File: src/alm_pkg.sv
// constants for the access control entry port, flag and ethertype matcher
package alm_pkg;
   // criterion mode encodings for ports and ethertype
   localparam logic [1:0] MODE_ANY = 2'h0;
   localparam logic [1:0] MODE_EXACT = 2'h1;
   localparam logic [1:0] MODE_RANGE = 2'h2;
   // tcp flag criterion encodings
   localparam logic [1:0] FLAG_ZERO = 2'h0;
   localparam logic [1:0] FLAG_ONE = 2'h1;
   localparam logic [1:0] FLAG_ANY = 2'h2;
   localparam int NUM_FLAGS = 6;
   // flag bit positions in flag vectors
   localparam int FLAG_FIN = 0;
   localparam int FLAG_SYN = 1;
   localparam int FLAG_RST = 2;
   localparam int FLAG_PSH = 3;
   localparam int FLAG_ACK = 4;
   localparam int FLAG_URG = 5;
   // frame classes
   localparam logic [1:0] CLASS_ETYPE = 2'h1;
   // ethertype limits
   localparam logic [15:0] ETYPE_MIN = 16'h0600;
   localparam logic [15:0] ETYPE_IPV4 = 16'h0800;
   localparam logic [15:0] ETYPE_ARP = 16'h0806;
   localparam logic [15:0] ETYPE_IPV6 = 16'h86dd;
   // register map
   localparam logic [7:0] OFF_CTRL = 8'h00;
   localparam logic [7:0] OFF_SPORT = 8'h04;
   localparam logic [7:0] OFF_DPORT = 8'h08;
   localparam logic [7:0] OFF_ETYPE = 8'h0c;
   localparam logic [7:0] OFF_STAT = 8'h10;
   // control field positions and port upper bound position
   localparam int CTL_SMODE = 0;
   localparam int CTL_DMODE = 2;
   localparam int CTL_EMODE = 4;
   localparam int CTL_CLASS = 6;
   localparam int CTL_FLAGS = 8;
   localparam int CTL_EN = 20;
   localparam int HI_POS = 16;
   // axi responses and control register reset value
   localparam logic [1:0] RESP_OKAY = 2'h0;
   localparam logic [1:0] RESP_SLVERR = 2'h2;
   localparam logic [31:0] CTRL_RESET = 32'h0000_0aaa;
endpackage

File: src/alm_matcher.sv
// access control entry matcher with its axi4-lite register slave
// How it works
// - source port don't-care ignores frame source port
// - source exact mode matches only equal 16-bit source port
// - source range mode matches port inside configured bounds
// - destination port don't-care ignores frame destination port
// - destination exact mode matches only equal destination port
// - destination range mode matches port inside configured bounds
// - fin criterion: 0 rejects set flag, 1 requires it, any
// - syn criterion: 0 rejects set flag, 1 requires it, any
// - rst criterion: 0 rejects set flag, 1 requires it, any
// - psh criterion: 0 rejects set flag, 1 requires it, any
// - ack criterion: 0 rejects set flag, 1 requires it, any
// - urg criterion: 0 rejects set flag, 1 requires it, any
// - ethertype criterion evaluated only when the entry class is the ethertype class (frame class input unused)
// - ethertype don't-care accepts any ethertype
// - ethertype exact mode matches only equal ethertype
`timescale 1ns/1ps
`default_nettype none
module alm_matcher (
   input wire logic clock_i,
   input wire logic reset_i,
   // axi4-lite slave
   input wire logic [7:0] s_axi_awaddr,
   input wire logic s_axi_awvalid,
   output logic s_axi_awready,
   input wire logic [31:0] s_axi_wdata,
   input wire logic [3:0] s_axi_wstrb,
   input wire logic s_axi_wvalid,
   output logic s_axi_wready,
   output logic [1:0] s_axi_bresp,
   output logic s_axi_bvalid,
   input wire logic s_axi_bready,
   input wire logic [7:0] s_axi_araddr,
   input wire logic s_axi_arvalid,
   output logic s_axi_arready,
   output logic [31:0] s_axi_rdata,
   output logic [1:0] s_axi_rresp,
   output logic s_axi_rvalid,
   input wire logic s_axi_rready,
   // parsed header from the port parser
   input wire logic hdr_valid_i,
   input wire logic [1:0] hdr_class_i,
   input wire logic hdr_is_tcp_i,
   input wire logic [15:0] hdr_sport_i,
   input wire logic [15:0] hdr_dport_i,
   input wire logic [5:0] hdr_flags_i,
   input wire logic [15:0] hdr_etype_i,
   // match result
   output logic hit_valid_o,
   output logic hit_o
);
   logic [31:0] ctrl_reg;
   logic [31:0] sport_reg;
   logic [31:0] dport_reg;
   logic [15:0] etype_reg;
   logic [15:0] etype_next;
   logic etype_bad;
   logic [15:0] hit_count_reg;
   logic aw_held_reg;
   logic w_held_reg;
   logic [7:0] awaddr_reg;
   logic [31:0] wdata_reg;
   logic [3:0] wstrb_reg;
   logic [31:0] wmerged;
   logic [31:0] rd_word;
   logic rd_ok;
   logic wr_ok;
   logic do_write;
   logic sport_ok;
   logic dport_ok;
   logic etype_ok;
   logic flags_ok;
   logic [5:0] flag_ok;
   logic hit_valid_reg;
   logic hit_reg;

   // field views of the configuration
   logic [1:0] smode;
   logic [1:0] dmode;
   logic [1:0] emode;
   logic [1:0] entry_class;
   logic entry_en;
   assign smode = ctrl_reg[alm_pkg::CTL_SMODE +: 2];
   assign dmode = ctrl_reg[alm_pkg::CTL_DMODE +: 2];
   assign emode = ctrl_reg[alm_pkg::CTL_EMODE +: 2];
   assign entry_class = ctrl_reg[alm_pkg::CTL_CLASS +: 2];
   assign entry_en = ctrl_reg[alm_pkg::CTL_EN];

   // write channel acceptance, address and data in either order
   assign s_axi_awready = !aw_held_reg && !s_axi_bvalid;
   assign s_axi_wready = !w_held_reg && !s_axi_bvalid;
   assign do_write = aw_held_reg && w_held_reg && !s_axi_bvalid;

   always_ff @(posedge clock_i or posedge reset_i) begin
      if (reset_i) begin
         aw_held_reg <= 1'b0;
         awaddr_reg <= 8'h00;
      end else if (s_axi_awvalid && s_axi_awready) begin
         aw_held_reg <= 1'b1;
         awaddr_reg <= s_axi_awaddr;
      end else if (do_write) begin
         aw_held_reg <= 1'b0;
      end
   end

   always_ff @(posedge clock_i or posedge reset_i) begin
      if (reset_i) begin
         w_held_reg <= 1'b0;
         wdata_reg <= 32'h0000_0000;
         wstrb_reg <= 4'h0;
      end else if (s_axi_wvalid && s_axi_wready) begin
         w_held_reg <= 1'b1;
         wdata_reg <= s_axi_wdata;
         wstrb_reg <= s_axi_wstrb;
      end else if (do_write) begin
         w_held_reg <= 1'b0;
      end
   end

   // old register word for strobe merging
   always_comb begin
      rd_word = 32'h0000_0000;
      rd_ok = 1'b1;
      if (awaddr_reg == alm_pkg::OFF_CTRL) begin
         rd_word = ctrl_reg;
      end else if (awaddr_reg == alm_pkg::OFF_SPORT) begin
         rd_word = sport_reg;
      end else if (awaddr_reg == alm_pkg::OFF_DPORT) begin
         rd_word = dport_reg;
      end else if (awaddr_reg == alm_pkg::OFF_ETYPE) begin
         rd_word = {16'h0000, etype_reg};
      end else begin
         rd_ok = 1'b0;
      end
   end

   // byte lane merge
   always_comb begin
      for (int b = 0; b < 4; b++) begin
         wmerged[b*8 +: 8] = wstrb_reg[b] ? wdata_reg[b*8 +: 8]
                                          : rd_word[b*8 +: 8];
      end
   end

   // ethertype values that software must not program
   assign etype_next = wmerged[15:0];
   assign etype_bad = (etype_next < alm_pkg::ETYPE_MIN) ||
      (etype_next == alm_pkg::ETYPE_IPV4) ||
      (etype_next == alm_pkg::ETYPE_ARP) ||
      (etype_next == alm_pkg::ETYPE_IPV6);
   assign wr_ok = rd_ok &&
      !((awaddr_reg == alm_pkg::OFF_ETYPE) && etype_bad);

   // configuration registers
   always_ff @(posedge clock_i or posedge reset_i) begin
      if (reset_i) begin
         ctrl_reg <= alm_pkg::CTRL_RESET;
         sport_reg <= 32'h0000_0000;
         dport_reg <= 32'h0000_0000;
         etype_reg <= alm_pkg::ETYPE_MIN;
      end else if (do_write && wr_ok) begin
         if (awaddr_reg == alm_pkg::OFF_CTRL) begin
            ctrl_reg <= wmerged;
         end else if (awaddr_reg == alm_pkg::OFF_SPORT) begin
            sport_reg <= wmerged;
         end else if (awaddr_reg == alm_pkg::OFF_DPORT) begin
            dport_reg <= wmerged;
         end else if (awaddr_reg == alm_pkg::OFF_ETYPE) begin
            etype_reg <= etype_next;
         end
      end
   end

   // write response
   always_ff @(posedge clock_i or posedge reset_i) begin
      if (reset_i) begin
         s_axi_bvalid <= 1'b0;
         s_axi_bresp <= alm_pkg::RESP_OKAY;
      end else if (do_write) begin
         s_axi_bvalid <= 1'b1;
         s_axi_bresp <= wr_ok ? alm_pkg::RESP_OKAY : alm_pkg::RESP_SLVERR;
      end else if (s_axi_bready) begin
         s_axi_bvalid <= 1'b0;
      end
   end

   // read channel, answer one cycle after the address
   assign s_axi_arready = !s_axi_rvalid;
   always_ff @(posedge clock_i or posedge reset_i) begin
      if (reset_i) begin
         s_axi_rvalid <= 1'b0;
         s_axi_rdata <= 32'h0000_0000;
         s_axi_rresp <= alm_pkg::RESP_OKAY;
      end else if (s_axi_arvalid && s_axi_arready) begin
         s_axi_rvalid <= 1'b1;
         s_axi_rresp <= alm_pkg::RESP_OKAY;
         if (s_axi_araddr == alm_pkg::OFF_CTRL) begin
            s_axi_rdata <= ctrl_reg;
         end else if (s_axi_araddr == alm_pkg::OFF_SPORT) begin
            s_axi_rdata <= sport_reg;
         end else if (s_axi_araddr == alm_pkg::OFF_DPORT) begin
            s_axi_rdata <= dport_reg;
         end else if (s_axi_araddr == alm_pkg::OFF_ETYPE) begin
            s_axi_rdata <= {16'h0000, etype_reg};
         end else if (s_axi_araddr == alm_pkg::OFF_STAT) begin
            s_axi_rdata <= {15'h0000, hit_reg, hit_count_reg};
         end else begin
            s_axi_rdata <= 32'h0000_0000;
            s_axi_rresp <= alm_pkg::RESP_SLVERR;
         end
      end else if (s_axi_rready) begin
         s_axi_rvalid <= 1'b0;
      end
   end

   // port criterion checks, bounds inclusive
   function automatic logic port_match(input logic [1:0] mode,
         input logic [31:0] cfg, input logic [15:0] port);
      logic r;
      r = 1'b1;
      if (mode == alm_pkg::MODE_EXACT) begin
         r = (port == cfg[15:0]);
      end else if (mode == alm_pkg::MODE_RANGE) begin
         r = (port >= cfg[15:0]) && (port <= cfg[31:alm_pkg::HI_POS]);
      end
      return r;
   endfunction

   assign sport_ok =
      port_match(smode, sport_reg, hdr_sport_i);
   assign dport_ok =
      port_match(dmode, dport_reg, hdr_dport_i);

   // per flag three-way check, non-tcp frames pass
   generate
      for (genvar f = 0; f < alm_pkg::NUM_FLAGS; f++) begin : g_flag
         logic [1:0] fsel;
         assign fsel = ctrl_reg[alm_pkg::CTL_FLAGS + 2*f +: 2];
         assign flag_ok[f] = !hdr_is_tcp_i ||
            (fsel == alm_pkg::FLAG_ANY) ||
            (fsel == alm_pkg::FLAG_ZERO && !hdr_flags_i[f]) ||
            (fsel == alm_pkg::FLAG_ONE && hdr_flags_i[f]);
      end
   endgenerate
   assign flags_ok = &flag_ok;

   // ethertype check only for the ethertype class
   assign etype_ok = (entry_class != alm_pkg::CLASS_ETYPE) ||
      (emode != alm_pkg::MODE_EXACT) ||
      (hdr_etype_i == etype_reg);

   // registered hit, one cycle after the header
   always_ff @(posedge clock_i or posedge reset_i) begin
      if (reset_i) begin
         hit_valid_reg <= 1'b0;
         hit_reg <= 1'b0;
      end else begin
         hit_valid_reg <= hdr_valid_i;
         if (hdr_valid_i) begin
            hit_reg <= entry_en && sport_ok && dport_ok && flags_ok &&
               etype_ok;
         end
      end
   end
   assign hit_valid_o = hit_valid_reg;
   assign hit_o = hit_reg;

   // hit counter, wraps
   always_ff @(posedge clock_i or posedge reset_i) begin
      if (reset_i) begin
         hit_count_reg <= 16'h0000;
      end else if (hit_valid_reg && hit_reg) begin
         hit_count_reg <= hit_count_reg + 16'h0001;
      end
   end

   // checks
   property p_exact_sport;
      @(posedge clock_i) disable iff (reset_i)
      (hdr_valid_i && smode == alm_pkg::MODE_EXACT &&
       hdr_sport_i != sport_reg[15:0]) |=> !hit_o;
   endproperty
   a_exact_sport: assert property (p_exact_sport)
      else $error("sport exact mismatch hit");

   property p_range_dport;
      @(posedge clock_i) disable iff (reset_i)
      (hdr_valid_i && dmode == alm_pkg::MODE_RANGE &&
       (hdr_dport_i < dport_reg[15:0] ||
        hdr_dport_i > dport_reg[31:alm_pkg::HI_POS])) |=> !hit_o;
   endproperty
   a_range_dport: assert property (p_range_dport)
      else $error("dport out of range hit");

   property p_range_sport;
      @(posedge clock_i) disable iff (reset_i)
      (hdr_valid_i && smode == alm_pkg::MODE_RANGE &&
       hdr_sport_i < sport_reg[15:0]) |=> !hit_o;
   endproperty
   a_range_sport: assert property (p_range_sport)
      else $error("sport below range hit");

   property p_exact_dport;
      @(posedge clock_i) disable iff (reset_i)
      (hdr_valid_i && dmode == alm_pkg::MODE_EXACT &&
       hdr_dport_i != dport_reg[15:0]) |=> !hit_o;
   endproperty
   a_exact_dport: assert property (p_exact_dport)
      else $error("dport exact mismatch hit");

   property p_fin_zero;
      @(posedge clock_i) disable iff (reset_i)
      (hdr_valid_i && hdr_is_tcp_i && hdr_flags_i[alm_pkg::FLAG_FIN] &&
       ctrl_reg[alm_pkg::CTL_FLAGS + 2*alm_pkg::FLAG_FIN +: 2] ==
       alm_pkg::FLAG_ZERO) |=> !hit_o;
   endproperty
   a_fin_zero: assert property (p_fin_zero)
      else $error("fin set but hit");

   property p_syn_one;
      @(posedge clock_i) disable iff (reset_i)
      (hdr_valid_i && hdr_is_tcp_i && !hdr_flags_i[alm_pkg::FLAG_SYN] &&
       ctrl_reg[alm_pkg::CTL_FLAGS + 2*alm_pkg::FLAG_SYN +: 2] ==
       alm_pkg::FLAG_ONE) |=> !hit_o;
   endproperty
   a_syn_one: assert property (p_syn_one)
      else $error("syn clear but hit");

   property p_etype_exact;
      @(posedge clock_i) disable iff (reset_i)
      (hdr_valid_i && entry_class == alm_pkg::CLASS_ETYPE &&
       emode == alm_pkg::MODE_EXACT && hdr_etype_i != etype_reg)
      |=> !hit_o;
   endproperty
   a_etype_exact: assert property (p_etype_exact)
      else $error("ethertype mismatch hit");

   property p_all_pass;
      @(posedge clock_i) disable iff (reset_i)
      (hdr_valid_i && entry_en && sport_ok && dport_ok && flags_ok &&
       etype_ok) |=> (hit_valid_o && hit_o);
   endproperty
   a_all_pass: assert property (p_all_pass)
      else $error("all matched but no hit");

   property p_etype_legal;
      @(posedge clock_i) disable iff (reset_i)
      1'b1 |-> etype_reg >= alm_pkg::ETYPE_MIN &&
         etype_reg != alm_pkg::ETYPE_IPV4 &&
         etype_reg != alm_pkg::ETYPE_ARP &&
         etype_reg != alm_pkg::ETYPE_IPV6;
   endproperty
   a_etype_legal: assert property (p_etype_legal)
      else $error("illegal ethertype stored");
endmodule
`default_nettype wire

File: config.mk
export PLATFORM = sky130hd
export DESIGN_NAME = alm_matcher
export DESIGN_NICKNAME = d
export VERILOG_FILES = /design/src/alm_pkg.sv /design/src/alm_matcher.sv
export SDC_FILE = /design/constraint.sdc
export NUM_CORES = 1
export LEC_CHECK = 0
export BUFFER_PORTS_ARGS = -buffer_cell sky130_fd_sc_hd__buf_2
export CAP_MARGIN = 10
export CELL_PAD_IN_SITES_DETAIL_PLACEMENT = 1
export CELL_PAD_IN_SITES_GLOBAL_PLACEMENT = 2
export CORE_ASPECT_RATIO = 1.25
export CORE_UTILIZATION = 36
export CTS_CLUSTER_DIAMETER = 50
export CTS_CLUSTER_SIZE = 12
export DETAILED_ROUTE_END_ITERATION = 7
export MAX_ROUTING_LAYER = met4
export PLACE_DENSITY_LB_ADDON = 0.3
export RECOVER_POWER = 100
export SLEW_MARGIN = 20
export SYNTH_ARGS = -nofsm -noshare
export SYNTH_HDL_FRONTEND = slang
export SYNTH_SLANG_ARGS = --single-unit
export TNS_END_PERCENT = 1
File: constraint.sdc
create_clock -name clock_i -period 9.74 [get_ports clock_i]
set_input_delay 1.461 -clock clock_i [delete_from_list [all_inputs] [get_ports clock_i]]
set_output_delay 1.461 -clock clock_i [all_outputs]
set_load 0.01 [all_outputs]
---- Word-level counts from Yosys, hierarchy flattened ----
Cells that the tools add are included.
word-level totals
  flip-flop bits (word level) ............. 214
  bits of input ports ..................... 117
  output and inout bits ................... 43
  word-level logic and storage cells ...... 172
operators by class
  add/subtract/negate cells ............... 1
  $lt $le $gt $ge ......................... 5
  eq/ne operators ......................... 31
  mux-type cells .......................... 34
  bitwise operators ....................... 3
  reduce and logical (&&, ||, !) cells .... 81
operators with widths
  operator                                                                         number
  32-bit 2-to-1 mux                                                                6
  16-bit equality test                                                             3
  17-bit 2-to-1 mux                                                                2
  16-bit by 12-bit equality test with 1-bit output (second input constant)         2
  8-bit by 4-bit equality test with 1-bit output (second input constant)           4
  16-bit greater-or-equal comparator                                               2
  16-bit <= comparator                                                             2
  8-bit 2-to-1 mux                                                                 4
  1-bit logical AND                                                                29
  1-bit logical OR                                                                 23
  16-bit by 1-bit adder with 16-bit output (second input constant)                 1
  16-bit equality test (second input constant)                                     1
  2-bit by 1-bit equality test with 1-bit output (second input constant)           8
  2-bit equality test (second input constant)                                      8
  8-bit by 3-bit equality test with 1-bit output (second input constant)           2
  8-bit logical NOT                                                                2
  16-bit by 11-bit less-than comparator with 1-bit output (second input constant)  1
  16-bit 2-to-1 mux                                                                1
  1-bit 2-to-1 mux                                                                 15
  1-bit logical NOT                                                                12
  2-bit logical NOT                                                                6
  2-bit 2-to-1 mux                                                                 6
  8-bit by 5-bit equality test with 1-bit output (second input constant)           1
  2-bit nonzero test                                                               4
  7 further kinds                                                                  10

---- Logic depth before layout (Yosys ltp) ----
  depth in word-level cells ............... 15
  gate-level depth with buffers ........... 11
  gate-level depth less buffers ........... 10

---- Least setup slack after synthesis ----
No wires, ideal clock.
  path kind ............................... in2reg
  start ................................... in s_axi_araddr[7]
  end ..................................... reg s_axi_rdata[5]
  arrival time ............................ 3.500 ns
  required time ........................... 9.663 ns
  path slack .............................. 6.163 ns
  stages .................................. 7
  buffers on the path ..................... 2
  cell sequence ........................... or4_1 or3_1 clkbuf_1 nor3_1 clkbuf_1 a21oi_1 o21ai_1
between the ends
  word-level cells in the longest chain between the ends .. 6
  elaborated cells between the ends (all ways) .. 10
  those cells by class .................... eq/ne (4); mux (5); reduce/logical (1)
RTL lines
  what                                            line                RTL
  start, declared                                 alm_matcher.sv:34   input wire logic [7:0] s_axi_araddr,
  8-bit by 5-bit equality test with 1-bit output  alm_matcher.sv:206  end else if (s_axi_araddr == alm_pkg::OFF_STAT) begin
  17-bit 2-to-1 mux                               alm_matcher.sv:206
  17-bit 2-to-1 mux                               alm_matcher.sv:204  end else if (s_axi_araddr == alm_pkg::OFF_ETYPE) begin
  32-bit 2-to-1 mux                               alm_matcher.sv:202  end else if (s_axi_araddr == alm_pkg::OFF_DPORT) begin
  32-bit 2-to-1 mux                               alm_matcher.sv:200  end else if (s_axi_araddr == alm_pkg::OFF_SPORT) begin
  32-bit 2-to-1 mux (*)                           alm_matcher.sv:198  if (s_axi_araddr == alm_pkg::OFF_CTRL) begin
  end signal, assigned                            alm_matcher.sv:199  s_axi_rdata <= ctrl_reg;
  end signal, assigned                            alm_matcher.sv:201  s_axi_rdata <= sport_reg;
  end signal, assigned                            alm_matcher.sv:203  s_axi_rdata <= dport_reg;
  end, declared                                   alm_matcher.sv:37   output logic [31:0] s_axi_rdata,
Every way passes the cells marked *; elsewhere a longest branch is shown, timed or not.
A chain may end at the register's enable or synchronous reset.

---- Worst setup path after layout ----
  start ................................... reg awaddr_reg[2]
  end ..................................... reg etype_reg[11]
between the ends
  word-level cells in the longest chain between the ends .. 15
  elaborated cells between the ends (all ways) .. 29
  those cells by class .................... order compare (1); eq/ne (6); mux (10); bitwise (3); reduce/logical (9)
RTL lines
  what                                                                                                                                line                                                        RTL
  start, declared                                                                                                                     alm_matcher.sv:62                                           logic [7:0] awaddr_reg;
  start signal, assigned                                                                                                              alm_matcher.sv:101                                          awaddr_reg <= s_axi_awaddr;
  8-bit by 4-bit equality test with 1-bit output                                                                                      alm_matcher.sv:131, alm_matcher.sv:153, alm_matcher.sv:169
  16-bit 2-to-1 mux                                                                                                                   alm_matcher.sv:131                                          end else if (awaddr_reg == alm_pkg::OFF_ETYPE) begin
  32-bit 2-to-1 mux                                                                                                                   alm_matcher.sv:129                                          end else if (awaddr_reg == alm_pkg::OFF_DPORT) begin
  32-bit 2-to-1 mux                                                                                                                   alm_matcher.sv:127                                          end else if (awaddr_reg == alm_pkg::OFF_SPORT) begin
  32-bit 2-to-1 mux                                                                                                                   alm_matcher.sv:125                                          if (awaddr_reg == alm_pkg::OFF_CTRL) begin
  8-bit 2-to-1 mux                                                                                                                    alm_matcher.sv:141                                          wmerged[b*8 +: 8] = wstrb_reg[b] ? wdata_reg[b*8 +: 8]
  16-bit by 11-bit less-than comparator with 1-bit output / 16-bit by 12-bit equality test with 1-bit output (equally long branches)  alm_matcher.sv:148, alm_matcher.sv:149
  1-bit logical OR                                                                                                                    alm_matcher.sv:148                                          assign etype_bad = (etype_next < alm_pkg::ETYPE_MIN) ||
  1-bit logical OR                                                                                                                    alm_matcher.sv:149                                          (etype_next == alm_pkg::ETYPE_IPV4) ||
  1-bit logical OR                                                                                                                    alm_matcher.sv:150                                          (etype_next == alm_pkg::ETYPE_ARP) ||
  1-bit logical AND                                                                                                                   alm_matcher.sv:153                                          !((awaddr_reg == alm_pkg::OFF_ETYPE) && etype_bad);
  1-bit logical NOT                                                                                                                   alm_matcher.sv:153
  1-bit logical AND                                                                                                                   alm_matcher.sv:152                                          assign wr_ok = rd_ok &&
  1-bit logical AND                                                                                                                   alm_matcher.sv:162                                          end else if (do_write && wr_ok) begin
  5-bit AND reduction (no line)                                                                                                       -
  end signal, assigned                                                                                                                alm_matcher.sv:161                                          etype_reg <= alm_pkg::ETYPE_MIN;
  end signal, assigned                                                                                                                alm_matcher.sv:170                                          etype_reg <= etype_next;
  end, declared                                                                                                                       alm_matcher.sv:56                                           logic [15:0] etype_reg;
Parallel ways exist; a longest one is shown, timed or not.

==> out/results.ini <==
[status]
status = finished with violations
violations = DRC, capacitance limit, slew limit

[worst_hold_path]
holdCritPathClass = flip-flop to flip-flop

[yosys]
yosysSeqAreaShare_pct = 44.3
synth_largest_area_cell = dfrtp_1
syn_inst = 1274
synth_top_area_share_pct = 42.5
ys.flop_type = dfrtp_1
syn-cell-area_um2 = 12000
synth_cell_type_count = 57
avgSynthCellArea_um2 = 9.42
synth_edf_count = 0
yosysWarningCount = 0
synthTopCellsByArea = dfrtp_1, ha_1, nand2_1
async_flop_share_pct = 100
ys_ff_latch = 212

[power]
ir_worst_vdd_v = 0.000128
power_density_nw_per_um2 = 209
power_leakage_uw = 0.00597
total_power_uw = 2900

[setup_path]
cp_slowest_cell = clkbuf_1
path_class = flip-flop to flip-flop
worstPathRequired_ps = 10160
start_kind = flip-flop
crit_arrival_ps = 6830
path_max_fanout = 41
slowest_delay_ps = 1860
cp_cell_sequence = clkbuf_1 -> mux4_2 -> a41oi_1 -> nor2_1 -> nand2_1 -> nor4_1 -> or2_2 -> a21oi_1 -> mux2_1
end_kind = flip-flop

[timing]
finClkSkew_ps = 16.4
hold_violations = 0
tightest_slew_ps = 3640
maxSlewViolCount = 392
fmax_ghz = 0.156
period_share_pct = 65.8
rsz0062_at_grt = no
min_period_ps = 6400
fin_setup_tns_ps = 0
setup_viol = 0
relSlewSlack_pct = -144

[clocking]
post_cts_buffers = 0
cts_hold_buf = 0
cts.sinks = 212
cts_resized = 0
numCtsBuffers = 26
cts_root_buf = clkbuf_16
htreeDepth = 1
clk_latency_ps = 540
clk_pin_slew_ps = 60
cts_tree = yes
cts.path.max_buffers = 3

[final_layout]
final_nets = 1585
layout-drive-gt1-share_pct = 16.1
syn_to_final_growth_pct = 15.8
stdcell_count = 1841
n_fill_cell = 3863
antenna_cells = 0

[placement]
gp_congestion = 0.876
portBuffers = 155
dp_cells = 1793
dp_hpwl_um = 31200

[global_routing]
antenna_found_initial = 0
gr-usage-all-layers_pct = 25.5
overflow = 0
grt_pass1_vias = 10400
grt_max_degree = 79
grt_pass1_wl_um = 62300

[routing]
wl_met1_um = 16500
vias_per_cell = 5.39
finalWirelength_um = 41100
top_layer = met4
dr_wl_met2_um = 21600
wl_per_cell_um = 22.3
detail_route.drc_violations = 16
postRouteAntennaNets = 0
wl_met3_um = 1280
first_iter_violations = 492
via_count = 9930
first_pass_iters = 8

[run]
cap_viol_max_count = 8

[die]
die_area_um2 = 34100
initial_core_util_pct = 36.6
ioPinCount = 160
die_x_um = 165
rows = 74
core_um2 = 32800
die_h_um = 206

[critical path: cells and delay by family, from the launching register on]
family | cells | cell delay, ps
multiplexers | 2 | 1170
buffers and inverters | 1 | 1860
AND/OR/NAND/NOR | 4 | 570
AO/OA/AOI/OAI | 2 | 2310
flip-flops | 1 | 320
[power by group]
| group | switching [uW] | leakage [uW] | internal (uW) |
|---|---|---|---|
| Sequential | 172 | 0.00282 | 1020 |
| Clock | 399 | 0.000412 | 572 |
| Combinational | 427 | 0.00274 | 303 |
[cells by family after synthesis]
| logic type | after synthesis | synth area share (%) |
|---|---|---|
| adders and majority gates | 65 | 6.78 |
| AOI/OAI and AO/OA | 329 | 15.8 |
| and+or+nand+nor | 356 | 13.3 |
| DFF | 212 | 44.3 |
| buffers and inverters | 149 | 4.88 |
| muxes | 124 | 12.1 |
| xor gates and xnor gates | 38 | 2.77 |
| other | 1 | 0.0312 |
[cells in the final DEF, fill, tap and decap left out, types with 7 or more instances in the layout]
cell type	n
xnor2_1	17
nand2b_1	7
o21a_1	9
dfrtp_1	203
o21ai_0	150
ha_1	65
nand3_1	9
nand2_1	181
nor4_1	11
a22oi_1	21
nor2_1	78
xor2_1	21
mux4_2	12
a21oi_1	89
nor3_1	8
nor2b_1	13
dfstp_2	8
o31ai_1	16
and4_1	7
clkbuf_1	57
a21o_1	14
mux2i_1	63
buf_2	112
clkbuf_16	27
mux2_2	45
nand4_1	16
inv_1	82
[per-layer routing]
metal / vias up / GRT usage [%]
met5: - / -
met4: 0 / 10.3
met3: 75 / 2.51
met2: 198 / 45.0
met1: 4942 / 29.5
li1: 4715 / -
[final timing paths]
| kind | start | end | slack, ps | cells past startpoint |
|---|---|---|---|---|
| setup reg to reg | awaddr_reg[2] | etype_reg[11] | 3340 | 9 |
| min in group asynchronous | reset_i | hit_count_reg[2] | 1990 | 2 |
| hold / removal | s_axi_rdata[24] | s_axi_rdata[24] | 470 | 2 |
| max in group asynchronous | reset_i | awaddr_reg[3] | 5610 | 3 |
| setup / recovery | awaddr_reg[2] | etype_reg[11] | 3340 | 9 |
| hold reg to reg | s_axi_rdata[24] | s_axi_rdata[24] | 470 | 2 |
[metrics by stage]
stage,instance area (um^2),hold slack (ps),util (%),worst slack (ps)
2_1_floorplan,12000,446,-,2500
3_3_place_gp,13100,459,40.1,5360
3_5_place_dp,13100,465,40.1,5300
4_1_cts,14000,478,42.7,5720
5_1_grt,13900,501,42.4,2950
6_report,13900,474,42.4,3340
[cell usage after synthesis, drive strengths merged (14+ instances only)]
library cell  instances
mux2i                63
nand2               181
mux2                 49
dfrtp               204
a21oi                89
xnor2                17
nand4                16
o31ai                16
inv                  83
clkbuf               53
ha                   65
xor2                 21
nor2                 78
o21ai               151
a22oi                21
a21o                 14
[final cells by class]
| class | instances | area [um^2] | share of cell area, % |
|---|---|---|---|
| clock inverters | 8 | 90.1 | 0.648 |
| repair buffers | 166 | 786 | 5.66 |
| flip-flops and latches | 212 | 5320 | 38.3 |
| inverters | 83 | 313 | 2.25 |
| multi-input cells | 914 | 6100 | 43.9 |
| clock buffers | 40 | 764 | 5.50 |
| well taps | 418 | 523 | 3.76 |
Power figures use the tool's default switching activity.
